[src/cbx_defines.vh]
// Purpose: constants of the port pin crossbar
// Assumes: register byte address is four times the register index
// Notes: signal and pin numbers index the crossbar's own vectors
`ifndef CBX_DEFINES_VH
`define CBX_DEFINES_VH

// register indices, byte address = index * 4
`define CBX_IDX_ROUTE0 8'hE1
`define CBX_IDX_ROUTE2 8'hC7
`define CBX_IDX_IN_MODE 8'h10
`define CBX_IDX_OUT_MODE 8'h11
`define CBX_IDX_SKIP 8'h12
`define CBX_IDX_LATCH 8'h13
`define CBX_IDX_PIN_STATE 8'h14

// reset values
`define CBX_RST_ROUTE0 8'h00
`define CBX_RST_ROUTE2 8'h00
`define CBX_RST_IN_MODE 8'hFF
`define CBX_RST_OUT_MODE 8'h00
`define CBX_RST_SKIP 8'h00
`define CBX_RST_LATCH 8'hFF

// route select 0 fields
`define CBX_R0_UART 0
`define CBX_R0_CAN 1
`define CBX_R0_SPI 2
`define CBX_R0_SMBUS 3
`define CBX_R0_CMP0 4
`define CBX_R0_CMP0A 5
`define CBX_R0_CMP1 6
`define CBX_R0_CMP1A 7

// route select 2 fields
`define CBX_R2_ENABLE 6
`define CBX_R2_PULLUP_OFF 7

// peripheral signal numbers, flexible ones in priority order from 4
`define CBX_SIG_UART_TX 4'h0
`define CBX_SIG_UART_RX 4'h1
`define CBX_SIG_CAN_TX 4'h2
`define CBX_SIG_CAN_RX 4'h3
`define CBX_SIG_SCK 4'h4
`define CBX_SIG_MISO 4'h5
`define CBX_SIG_MOSI 4'h6
`define CBX_SIG_NSS 4'h7
`define CBX_SIG_SDA 4'h8
`define CBX_SIG_SCL 4'h9
`define CBX_SIG_CMP0 4'hA
`define CBX_SIG_CMP0A 4'hB
`define CBX_SIG_CMP1 4'hC
`define CBX_SIG_CMP1A 4'hD
`define CBX_NSIG 14
`define CBX_FIRST_FLEX 4

// fixed pins
`define CBX_PIN_UART_TX 4
`define CBX_PIN_UART_RX 5
`define CBX_PIN_CAN_TX 6
`define CBX_PIN_CAN_RX 7

// bus answers
`define CBX_RESP_OKAY 2'h0
`define CBX_RESP_SLVERR 2'h2

`endif

[src/cbx_port_crossbar.v]
// Purpose: priority crossbar placing peripheral signals on port pins
// Assumes: pin inputs synchronous to clk, AXI4-Lite register access
// Notes: pin and peripheral outputs are registered, one cycle behind config
//
// Contract
// RQ1 - enabling the two-wire bus routes its data and clock pins together
// RQ2 - enabling uart or can routes transmit and receive together
// RQ3 - uart transmit sits on pin 4, receive on pin 5
// RQ4 - can transmit sits on pin 6, receive on pin 7
// RQ5 - leftover unskipped pins become general purpose port pins
// RQ6 - spi slave select takes a pin only in four-wire mode
// RQ7 - software sets input, output modes, skips, routes, then enable last
// RQ8 - analog pins lose pullup, output driver and input receiver
// RQ9 - input mode bit 1 means digital, 0 means analog
// RQ10 - after reset every pin is a digital input
// RQ11 - output mode bit picks open-drain or push-pull, also for peripherals
// RQ12 - two-wire bus pins are always open-drain
// RQ13 - pullup disable 0 gives open-drain pins a weak pullup
// RQ14 - weak pullup is off while the pin drives 0
// RQ15 - writing 1 to crossbar enable activates the routing
// RQ16 - while disabled, pins stay plain inputs whatever the routes say
// RQ17 - while disabled, all output drivers are off
// RQ18 - software should skip every analog input pin
// RQ19 - analog use of digital-mode pins is discouraged
// RQ20 - route select 0 holds the eight peripheral enables, bit 7 to 0
// RQ21 - enabled spi takes three or four pins by wire mode
// RQ22 - route select 2 has pullup disable at 7, enable at 6, resets 0
// RQ23 - enabled signals take the next free unskipped unfixed pins by priority
//
// Chosen here: the AXI4-Lite slave port.
`include "cbx_defines.vh"
`timescale 1ns/1ps
`default_nettype none

module cbx_port_crossbar #(
	parameter NPINS = 8,
	parameter AW = 12
)(
	input wire clk,
	input wire arst_n,
	input wire [AW-1:0] s_axi_awaddr,
	input wire s_axi_awvalid,
	output wire s_axi_awready,
	input wire [31:0] s_axi_wdata,
	input wire [3:0] s_axi_wstrb,
	input wire s_axi_wvalid,
	output wire s_axi_wready,
	output reg [1:0] s_axi_bresp,
	output reg s_axi_bvalid,
	input wire s_axi_bready,
	input wire [AW-1:0] s_axi_araddr,
	input wire s_axi_arvalid,
	output wire s_axi_arready,
	output reg [31:0] s_axi_rdata,
	output reg [1:0] s_axi_rresp,
	output reg s_axi_rvalid,
	input wire s_axi_rready,
	input wire [1:0] spi_slave_select_mode,
	input wire [`CBX_NSIG-1:0] periph_out,
	input wire [`CBX_NSIG-1:0] periph_oe,
	output reg [`CBX_NSIG-1:0] periph_in,
	input wire [NPINS-1:0] pin_in,
	output reg [NPINS-1:0] pin_out,
	output reg [NPINS-1:0] pin_oe,
	output reg [NPINS-1:0] pin_pullup_en,
	output reg [NPINS-1:0] pin_receiver_en
);

////////////////////////////////////////////////////////////////////////////////
// registers

reg [7:0] peripheral_route_select0;
reg [7:0] peripheral_route_select2;
reg [NPINS-1:0] pin_input_mode;
reg [NPINS-1:0] pin_output_mode;
reg [NPINS-1:0] pin_skip_select;
reg [NPINS-1:0] pin_latch;

wire crossbar_enable;
wire weak_pullup_disable;
assign crossbar_enable = peripheral_route_select2[`CBX_R2_ENABLE];
assign weak_pullup_disable = peripheral_route_select2[`CBX_R2_PULLUP_OFF];

////////////////////////////////////////////////////////////////////////////////
// axi4-lite slave

reg aw_got;
reg w_got;
reg [AW-1:0] aw_addr;
reg [7:0] w_byte;
wire [AW-1:0] wr_addr_now;
wire [7:0] wr_data_now;
wire [7:0] wr_idx;
wire [7:0] rd_idx;
wire aw_take;
wire w_take;
wire wr_fire;
wire wr_hit;
reg rd_hit;
reg [7:0] rd_val;

assign s_axi_awready = ~aw_got & ~s_axi_bvalid;
assign s_axi_wready = ~w_got & ~s_axi_bvalid;
assign s_axi_arready = ~s_axi_rvalid;
assign aw_take = s_axi_awvalid & s_axi_awready;
assign w_take = s_axi_wvalid & s_axi_wready;
assign wr_fire = (aw_got | aw_take) & (w_got | w_take) & ~s_axi_bvalid;
assign wr_addr_now = aw_got ? aw_addr : s_axi_awaddr;
assign wr_data_now = w_got ? w_byte : s_axi_wdata[7:0];
assign wr_idx = wr_addr_now[9:2];
assign rd_idx = s_axi_araddr[9:2];
assign wr_hit = (wr_addr_now[AW-1:10] == 0) && (wr_addr_now[1:0] == 2'h0) &&
	((wr_idx == `CBX_IDX_ROUTE0) || (wr_idx == `CBX_IDX_ROUTE2) ||
	(wr_idx == `CBX_IDX_IN_MODE) || (wr_idx == `CBX_IDX_OUT_MODE) ||
	(wr_idx == `CBX_IDX_SKIP) || (wr_idx == `CBX_IDX_LATCH));

// strobe only matters on the low lane
reg w_lane0;
wire lane0_now;
assign lane0_now = w_got ? w_lane0 : s_axi_wstrb[0];

always @(posedge clk or negedge arst_n)
begin
	if (!arst_n)
	begin
		aw_got <= 1'b0;
		w_got <= 1'b0;
		aw_addr <= {AW{1'b0}};
		w_byte <= 8'h00;
		w_lane0 <= 1'b0;
		s_axi_bvalid <= 1'b0;
		s_axi_bresp <= `CBX_RESP_OKAY;
	end
	else
	begin
		if (wr_fire)
		begin
			aw_got <= 1'b0;
			w_got <= 1'b0;
			s_axi_bvalid <= 1'b1;
			s_axi_bresp <= wr_hit ? `CBX_RESP_OKAY : `CBX_RESP_SLVERR;
		end
		else
		begin
			if (aw_take)
			begin
				aw_got <= 1'b1;
				aw_addr <= s_axi_awaddr;
			end
			if (w_take)
			begin
				w_got <= 1'b1;
				w_byte <= s_axi_wdata[7:0];
				w_lane0 <= s_axi_wstrb[0];
			end
			if (s_axi_bvalid && s_axi_bready)
				s_axi_bvalid <= 1'b0;
		end
	end
end

always @(posedge clk or negedge arst_n)
begin
	if (!arst_n)
	begin
		peripheral_route_select0 <= `CBX_RST_ROUTE0;
		peripheral_route_select2 <= `CBX_RST_ROUTE2; // RQ22
		pin_input_mode <= `CBX_RST_IN_MODE; // RQ10
		pin_output_mode <= `CBX_RST_OUT_MODE;
		pin_skip_select <= `CBX_RST_SKIP;
		pin_latch <= `CBX_RST_LATCH;
	end
	else if (wr_fire && wr_hit && lane0_now)
	begin
		case (wr_idx)
			`CBX_IDX_ROUTE0: peripheral_route_select0 <= wr_data_now; // RQ20
			`CBX_IDX_ROUTE2:
			begin
				// only enable and pullup disable are kept
				peripheral_route_select2 <= wr_data_now & 8'hC0; // RQ22
			end
			`CBX_IDX_IN_MODE: pin_input_mode <= wr_data_now[NPINS-1:0];
			`CBX_IDX_OUT_MODE: pin_output_mode <= wr_data_now[NPINS-1:0];
			`CBX_IDX_SKIP: pin_skip_select <= wr_data_now[NPINS-1:0];
			`CBX_IDX_LATCH: pin_latch <= wr_data_now[NPINS-1:0];
			default: pin_latch <= pin_latch;
		endcase
	end
end

always @*
begin
	rd_hit = (s_axi_araddr[AW-1:10] == 0) && (s_axi_araddr[1:0] == 2'h0);
	rd_val = 8'h00;
	case (rd_idx)
		`CBX_IDX_ROUTE0: rd_val = peripheral_route_select0;
		`CBX_IDX_ROUTE2: rd_val = peripheral_route_select2;
		`CBX_IDX_IN_MODE: rd_val = pin_input_mode;
		`CBX_IDX_OUT_MODE: rd_val = pin_output_mode;
		`CBX_IDX_SKIP: rd_val = pin_skip_select;
		`CBX_IDX_LATCH: rd_val = pin_latch;
		`CBX_IDX_PIN_STATE: rd_val = pin_in & pin_input_mode; // RQ8
		default: rd_hit = 1'b0;
	endcase
end

always @(posedge clk or negedge arst_n)
begin
	if (!arst_n)
	begin
		s_axi_rvalid <= 1'b0;
		s_axi_rdata <= 32'h00000000;
		s_axi_rresp <= `CBX_RESP_OKAY;
	end
	else if (s_axi_arvalid && s_axi_arready)
	begin
		s_axi_rvalid <= 1'b1;
		s_axi_rdata <= {24'h000000, rd_hit ? rd_val : 8'h00};
		s_axi_rresp <= rd_hit ? `CBX_RESP_OKAY : `CBX_RESP_SLVERR;
	end
	else if (s_axi_rvalid && s_axi_rready)
	begin
		s_axi_rvalid <= 1'b0;
	end
end

////////////////////////////////////////////////////////////////////////////////
// priority decode

reg [`CBX_NSIG-1:0] req;
reg [`CBX_NSIG-1:0] used;
reg [NPINS-1:0] fixed_pin;
reg [NPINS-1:0] routed;
reg [3:0] sel [0:NPINS-1];
reg got;
integer i;
integer j;

always @*
begin
	req = {`CBX_NSIG{1'b0}};
	// both ends of each paired peripheral follow one enable
	req[`CBX_SIG_UART_TX] = peripheral_route_select0[`CBX_R0_UART]; // RQ2
	req[`CBX_SIG_UART_RX] = peripheral_route_select0[`CBX_R0_UART]; // RQ2
	req[`CBX_SIG_CAN_TX] = peripheral_route_select0[`CBX_R0_CAN]; // RQ2
	req[`CBX_SIG_CAN_RX] = peripheral_route_select0[`CBX_R0_CAN]; // RQ2
	req[`CBX_SIG_SCK] = peripheral_route_select0[`CBX_R0_SPI]; // RQ21
	req[`CBX_SIG_MISO] = peripheral_route_select0[`CBX_R0_SPI]; // RQ21
	req[`CBX_SIG_MOSI] = peripheral_route_select0[`CBX_R0_SPI]; // RQ21
	req[`CBX_SIG_NSS] = peripheral_route_select0[`CBX_R0_SPI] &
		(spi_slave_select_mode != 2'h0); // RQ6
	req[`CBX_SIG_SDA] = peripheral_route_select0[`CBX_R0_SMBUS]; // RQ1
	req[`CBX_SIG_SCL] = peripheral_route_select0[`CBX_R0_SMBUS]; // RQ1
	req[`CBX_SIG_CMP0] = peripheral_route_select0[`CBX_R0_CMP0];
	req[`CBX_SIG_CMP0A] = peripheral_route_select0[`CBX_R0_CMP0A];
	req[`CBX_SIG_CMP1] = peripheral_route_select0[`CBX_R0_CMP1];
	req[`CBX_SIG_CMP1A] = peripheral_route_select0[`CBX_R0_CMP1A];

	fixed_pin = {NPINS{1'b0}};
	routed = {NPINS{1'b0}};
	used = {`CBX_NSIG{1'b0}};
	for (i = 0; i < NPINS; i = i + 1)
		sel[i] = 4'h0;

	// fixed pins override skip selection
	if (req[`CBX_SIG_UART_TX])
	begin
		fixed_pin[`CBX_PIN_UART_TX] = 1'b1; // RQ3
		fixed_pin[`CBX_PIN_UART_RX] = 1'b1; // RQ3
		sel[`CBX_PIN_UART_TX] = `CBX_SIG_UART_TX; // RQ3
		sel[`CBX_PIN_UART_RX] = `CBX_SIG_UART_RX; // RQ3
	end
	if (req[`CBX_SIG_CAN_TX])
	begin
		fixed_pin[`CBX_PIN_CAN_TX] = 1'b1; // RQ4
		fixed_pin[`CBX_PIN_CAN_RX] = 1'b1; // RQ4
		sel[`CBX_PIN_CAN_TX] = `CBX_SIG_CAN_TX; // RQ4
		sel[`CBX_PIN_CAN_RX] = `CBX_SIG_CAN_RX; // RQ4
	end
	routed = fixed_pin;

	// each free pin takes the highest-priority signal still unplaced
	for (i = 0; i < NPINS; i = i + 1)
	begin
		got = 1'b0;
		if (!pin_skip_select[i] && !fixed_pin[i])
		begin
			for (j = `CBX_FIRST_FLEX; j < `CBX_NSIG; j = j + 1)
			begin
				if (req[j] && !used[j] && !got)
				begin
					got = 1'b1;
					used[j] = 1'b1;
					sel[i] = j[3:0]; // RQ23
				end
			end
		end
		routed[i] = fixed_pin[i] | got; // RQ23
	end
end

////////////////////////////////////////////////////////////////////////////////
// per-pin drivers

genvar g;
generate
	for (g = 0; g < NPINS; g = g + 1)
	begin : pin_slice
		wire two_wire;
		wire open_drain;
		wire value;
		wire want_drive;
		wire active;
		wire next_oe;
		wire next_out;
		wire next_pullup;
		assign two_wire = routed[g] &&
			((sel[g] == `CBX_SIG_SDA) || (sel[g] == `CBX_SIG_SCL));
		assign open_drain = ~pin_output_mode[g] | two_wire; // RQ11 RQ12
		// unrouted pins fall back to the port latch
		assign value = routed[g] ? periph_out[sel[g]] : pin_latch[g]; // RQ5
		assign want_drive = routed[g] ? periph_oe[sel[g]] : 1'b1; // RQ5
		assign active = crossbar_enable & pin_input_mode[g]; // RQ15 RQ16 RQ9
		assign next_oe = active & want_drive &
			(open_drain ? ~value : 1'b1); // RQ17 RQ8
		assign next_out = open_drain ? 1'b0 : value;
		assign next_pullup = pin_input_mode[g] & ~weak_pullup_disable &
			open_drain & ~(next_oe & ~next_out); // RQ13 RQ14 RQ8

		always @(posedge clk or negedge arst_n)
		begin
			if (!arst_n)
			begin
				pin_out[g] <= 1'b0;
				pin_oe[g] <= 1'b0; // RQ10
				pin_pullup_en[g] <= 1'b0;
				pin_receiver_en[g] <= 1'b1;
			end
			else
			begin
				pin_out[g] <= next_out;
				pin_oe[g] <= next_oe;
				pin_pullup_en[g] <= next_pullup;
				pin_receiver_en[g] <= pin_input_mode[g]; // RQ8 RQ9
			end
		end
	end
endgenerate

////////////////////////////////////////////////////////////////////////////////
// pin to peripheral inputs

reg [`CBX_NSIG-1:0] next_periph_in;
integer k;

always @*
begin
	next_periph_in = {`CBX_NSIG{1'b0}};
	for (k = 0; k < NPINS; k = k + 1)
	begin
		if (crossbar_enable && routed[k] && pin_input_mode[k]) // RQ16
			next_periph_in[sel[k]] = pin_in[k];
	end
end

always @(posedge clk or negedge arst_n)
begin
	if (!arst_n)
		periph_in <= {`CBX_NSIG{1'b0}};
	else
		periph_in <= next_periph_in;
end

endmodule

`default_nettype wire

[config.mk]
export PLATFORM = sky130hd
export DESIGN_NAME = cbx_port_crossbar
export DESIGN_NICKNAME = d
export VERILOG_FILES = /design/src/cbx_port_crossbar.v
export VERILOG_INCLUDE_DIRS = /design/src
export SDC_FILE = /design/constraint.sdc
export NUM_CORES = 1
export LEC_CHECK = 0
export ABC_AREA = 1
export BUFFER_PORTS_ARGS = -buffer_cell sky130_fd_sc_hd__buf_4
export CORE_MARGIN = 5
export CORE_UTILIZATION = 57
export DETAILED_ROUTE_END_ITERATION = 10
export HOLD_SLACK_MARGIN = 0.02
export MAX_ROUTING_LAYER = met4
export PLACE_DENSITY = 0.84
export SLEW_MARGIN = 20
export SYNTH_ARGS = -nofsm -noshare
export SYNTH_HDL_FRONTEND = slang
export SYNTH_SLANG_ARGS = --single-unit
[constraint.sdc]
create_clock -name clk -period 3.4 [get_ports clk]
set_input_delay 0 -clock clk [delete_from_list [all_inputs] [get_ports clk]]
set_output_delay 0 -clock clk [all_outputs]
set_load 0.01 [all_outputs]
==> reports/summary.txt, run 1 <==
Outcome -> stopped before the end
Halt Stage -> global routing
Error -> [ERROR GRT-0232] Routing congestion too high. Check the congestion heatmap in the GUI.
Register area share after synthesis -> 0.307
Port Buffers -> 138
HPWL Detailed -> 35800 um
GR Overflow Total -> 161
Post-GRT worst EP -> pin_oe[7]$_DFF_PN0_/D
I/O pin cnt -> 192
Compound-cell area share of the yosys netlist -> 0.204
GRT Util Overall -> 0.753
Number of synthesized register bits -> 123
Site Rows -> 48
Synthesized instance count -> 1572
Clock Tree Buf Depth -> 2
DIE HEIGHT -> 143 um
Post-synth EDFFs -> 0
Largest family of logic cells by synthesized area -> simple AND/OR/NAND/NOR gates
Distinct cells, synth -> 59
Avg Cell Area, Syn -> 6.45 um^2
Synth Area in Adders -> 0
Syn Std Cell Area -> 10100 um^2
XOR/XNOR share of the synthesized area -> 0
Die span in x -> 143 um
FFs w/ async S/R, synth -> 1.00
Worst ep type -> sequential cell input
Simple-Gate Fraction of Synth Area -> 0.356
Routability cong. -> 1.16
Pin count of the biggest net entering global routing -> 65
CTS H-tree depth -> 4
Starting density of the core -> 0.584
Cts bufs inserted -> 17
Placed Area -> 12800 um^2
Mux cell area share after synthesis -> 0.00666
Main flop type after synthesis -> dfrtp_1
TritonCTS sink count -> 123
YS warnings -> 0
CTS root buf -> clkbuf_16
## timing repair
item	4_1_cts
gates cloned	1
hold buffers	30
hold endpoints to repair	75
pin swaps	24
resized for setup	71
setup buffers	13
endpoints found under the setup margin	33
## metrics by stage
step	hold slack, ns	cells	util	setup WS, ns
2_1_floorplan	-0.296	1597	-	0.401
4_1_cts	0.0447	2186	0.808	-0.109
3_3_place_gp	0.00921	2110	0.737	-0.0787
3_5_place_dp	0.0253	2110	0.737	-0.263
## per-layer routing
metal  global-route usage  overflow
met1                0.732         2
met2                0.910        88
met3                0.560         3
met4                0.774        68
met5                    -         -
## synth_stat cells, types with 3 or more instances
master     instances  area share
nand2_4            8      0.0089
nand3_1          129       0.064
nor4_1            10      0.0062
a211oi_1           5      0.0037
or2_2              4      0.0025
inv_1            211       0.078
buf_6              3      0.0033
a31oi_1            3      0.0019
and2_1             6      0.0037
clkbuf_1          16      0.0059
nor2_4             6      0.0067
inv_2             29       0.011
o21ai_0          145       0.072
a22oi_1           12      0.0089
o2111ai_1          9      0.0078
o21ai_1           16      0.0079
o21ai_2            3      0.0026
nand2_1          377        0.14
nor3_1            29       0.014
dfrtp_1           99        0.24
a21oi_2            3      0.0026
buf_4             29       0.021
nand2_2           33       0.020
nor2_1           130       0.048
nand3b_1           5      0.0037
o22ai_1           41       0.025
a21oi_1           62       0.031
nand4_1           23       0.014
dfstp_2           24       0.062
o211ai_1          10      0.0074
mux2_2             6      0.0067
a41oi_1            4      0.0035
buf_2             11      0.0054
a221oi_1           6      0.0052
o221ai_1          12       0.010
nor2_2            20       0.012
nand3_2            5      0.0049
## kinds of logic after synthesis
family	Yosys count
mux	6
other cells	1
flops	123
compound gates	348
simple gates	792
buf+inv	302
==> run 2, diff against run 1 <==
Settings changed: CORE_UTILIZATION 57 to 40, HOLD_SLACK_MARGIN 0.02 to not set, MAX_ROUTING_LAYER met4 to not set, PLACE_DENSITY 0.84 to not set, PLACE_DENSITY_LB_ADDON set to 0.15.
==> reports/summary.txt, run 2 <==
Lkg Pwr -> 7.87 nW
Violated checks -> setup timing
Largest Register -> periph_in
Pwr Density -> 297 nW/um^2
Register area share after synthesis -> 0.307 (unchanged)
Hold Crit Start -> s_axi_arvalid
TNS Setup -> -0.573 ns
Total Die Area -> 28600 um^2
Drt total wl -> 47100 um
FFs w/ async S/R, synth -> 1.00 (unchanged)
Die span in x -> 169 um (+18%)
CTS H-tree depth -> 4 (unchanged)
Commonest non-fill, non-tap cell in the layout -> buf_4
Worst setup margin -> -0.113 ns
Crit path from -> pin_skip_select[1]$_DFFE_PN0P_
Routability cong. -> 0.982 (-15%)
Slew Limit Fails -> 0
Worst rel slew slack -> 0.295
Synth area leaders -> dfrtp_1 24%, nand2_1 14%, inv_1 7.8%, o21ai_0 7.2%, nand3_1 6.4%
I/O pin cnt -> 192 (unchanged)
GRT Util Overall -> 0.316
Main flop type after synthesis -> dfrtp_1
Yosys top cell area share -> 0.244 (unchanged)
Min Tclk post-route -> 3.51 ns
Dominant cell type by area after synthesis -> dfrtp_1
Outcome -> finished with violations
Pre-antenna DRT Iters -> 6
Area of the multi-input gates -> 6580 um^2
Vias -> 12674
Worst skew pair latency -> 0.43 ns
GR Overflow Total -> 0
CTS tree -> built
Nets@finish -> 2073
First-pass GRT wire length -> 69900 um
CTS root buf -> clkbuf_16
Total Power -> 4.40 mW
Class of the worst hold path -> in -> reg
Site Rows -> 58 (+21%)
Final Hold Viols -> 0
VDD IR-drop max -> 0.000470 V
Hold path cells -> 3
Clock Tree Buf Depth -> 2 (unchanged)
Reg area -> 3110 um^2
Share of layout cells above drive strength 1 -> 0.352
HPWL Detailed -> 37000 um (+3.5%)
WP data required -> 3.72 ns
Post-synth EDFFs -> 0 (unchanged)
Vias in the first global route -> 12002
Top-count cell post-synth -> nand2_1
Critical-path top delay cell -> dfrtp_2
Final setup fails -> 11
Core area -> 25000 um^2
Initial DRC count -> 1172
Number of flip-flops under the largest register name -> 14
TritonCTS sink count -> 123 (unchanged)
FMAX -> 285 MHz
RSZ-0062 raised after global routing -> yes
Biggest registers after layout -> periph_in: 14 flops, aw_addr: 12 flops
Avg Cell Area, Syn -> 6.45 um^2 (unchanged)
Worst Setup Start Kind -> flip-flop
DR WL/cell -> 20.4 um
DIE HEIGHT -> 169 um (+18%)
Worst-path clk slew -> 0.07 ns
Top cells by count, synth -> 377 x nand2_1, 211 x inv_1, 145 x o21ai_0, 130 x nor2_1, 129 x nand3_1
CP most frequent cell -> nand2_2
Tcrit/Tclk final -> 1.03
Commonest non-fill, non-tap cells in the layout -> 374 x buf_4, 342 x nand2_1, 198 x inv_1
Arr. time, crit path -> 3.83 ns
WS Path Type -> reg -> reg
Remaining DRCs -> 0
FILL cells -> 2440
RR Startpoint -> pin_skip_select[1]$_DFFE_PN0P_
Post-route ant nets -> 0
CP endpoint kind -> flip-flop
Cts bufs inserted -> 17 (unchanged)
Slew @ Worst Pin -> 1.05 ns
Pin count of the biggest net entering global routing -> 61
Initial antenna violation count -> 2
Port Buffers -> 138 (unchanged)
Number of synthesized register bits -> 123 (unchanged)
CP peak stage delay -> 0.49 ns
Distinct cells, synth -> 59 (unchanged)
YS warnings -> 0 (unchanged)
DR vias/cell -> 5.48
Reg2Reg Depth -> 28
Syn Std Cell Area -> 10100 um^2 (unchanged)
Starting density of the core -> 0.405 (-0.179)
Worst-path maximum fanout -> 7
Final Skew -> 0.0157 ns
Max cap viols -> 0
Area Overhead vs Synth -> 46.1%
Synthesized instance count -> 1572 (unchanged)
## run 2: area by class of cell
cell class | instances | area share
Antenna cell | 1 | 0.000169
Clock buffer | 17 | 0.0287
Clock inverter | 15 | 0.0102
Inverter | 242 | 0.0622
Multi-Input combinational cell | 1174 | 0.444
Sequential cell | 123 | 0.210
Tap cell | 330 | 0.0279
Timing Repair Buffer | 410 | 0.216
## run 2: kinds of logic (layout without fill, tap and decap cells)
logic type,Yosys count,count (layout),synth area share
flops,123,123,0.307
compound gates,348,348,0.204
mux,6,6,0.00666
other cells,1,27,0.000370
buf+inv,302,684,0.126
simple gates,792,794,0.356
## run 2: through the flow
stage,cells,hold slack [ns],utilization,worst slack [ns],instance area [um^2]
after floorplan,1597,-0.296,-,0.401,10200
after global placement,2220,0.00712,0.517,-0.104,12900
after detailed placement,2220,0.0111,0.517,-0.132,12900
after CTS,2284,0.0441,0.558,0.00220,14000
after global routing,2311,0.0885,0.591,-0.318,14800
final,2312,0.0589,0.592,-0.113,14800
## run 2: worst paths after layout
check | endpoint | slack [ns]
setup reg to reg | pin_oe[7]$_DFF_PN0_ | -0.11
min in group asynchronous | pin_pullup_en[4]$_DFF_PN0_ | 0.09
setup / recovery | pin_oe[7]$_DFF_PN0_ | -0.11
max in group asynchronous | pin_latch[6]$_DFFE_PN1P_ | 2.50
hold / removal | s_axi_rvalid$_DFFE_PN0P_ | 0.06
hold reg to reg | pin_receiver_en[0]$_DFF_PN1_ | 0.41
## run 2: worst max-delay path, delay by kind of cell, from the launching register on
family / cells / cell delay, ns
flops: 1 / 0.49
buf+inv: 5 / 0.46
simple gates: 21 / 2.15
compound gates: 2 / 0.27
## run 2: where the power goes
group	internal [mW]	total (mW)	switching, mW	leakage [nW]
sequential	1.60	1.67	0.0695	1.57
combinational	0.315	0.895	0.580	6.03
clock	0.976	1.83	0.852	0.271
total	2.89	4.40	1.50	7.87
## run 2: per-layer routing
layer / wire [um] / part of all wire / global-route usage / vias up
met5: 13 / 0.00028 / 0 / -
met4: 2460 / 0.052 / 0.151 / 2
met3: 3320 / 0.071 / 0.0377 / 138
met2: 22200 / 0.47 / 0.523 / 593
met1: 19100 / 0.41 / 0.414 / 5940
li1: - / - / - / 6001
## run 2: timing repair
action / 4_1_cts / 5_1_grt
endpoints found under the setup margin: 22 / 39
hold buffers: 30 / 0
hold endpoints to repair: 75 / 0
pin swaps: 3 / 72
cloned: 0 / 2
gates resized for setup: 30 / 181
buffers inserted: 2 / 26
No activity file was read; power rests on OpenSTA's default activity.
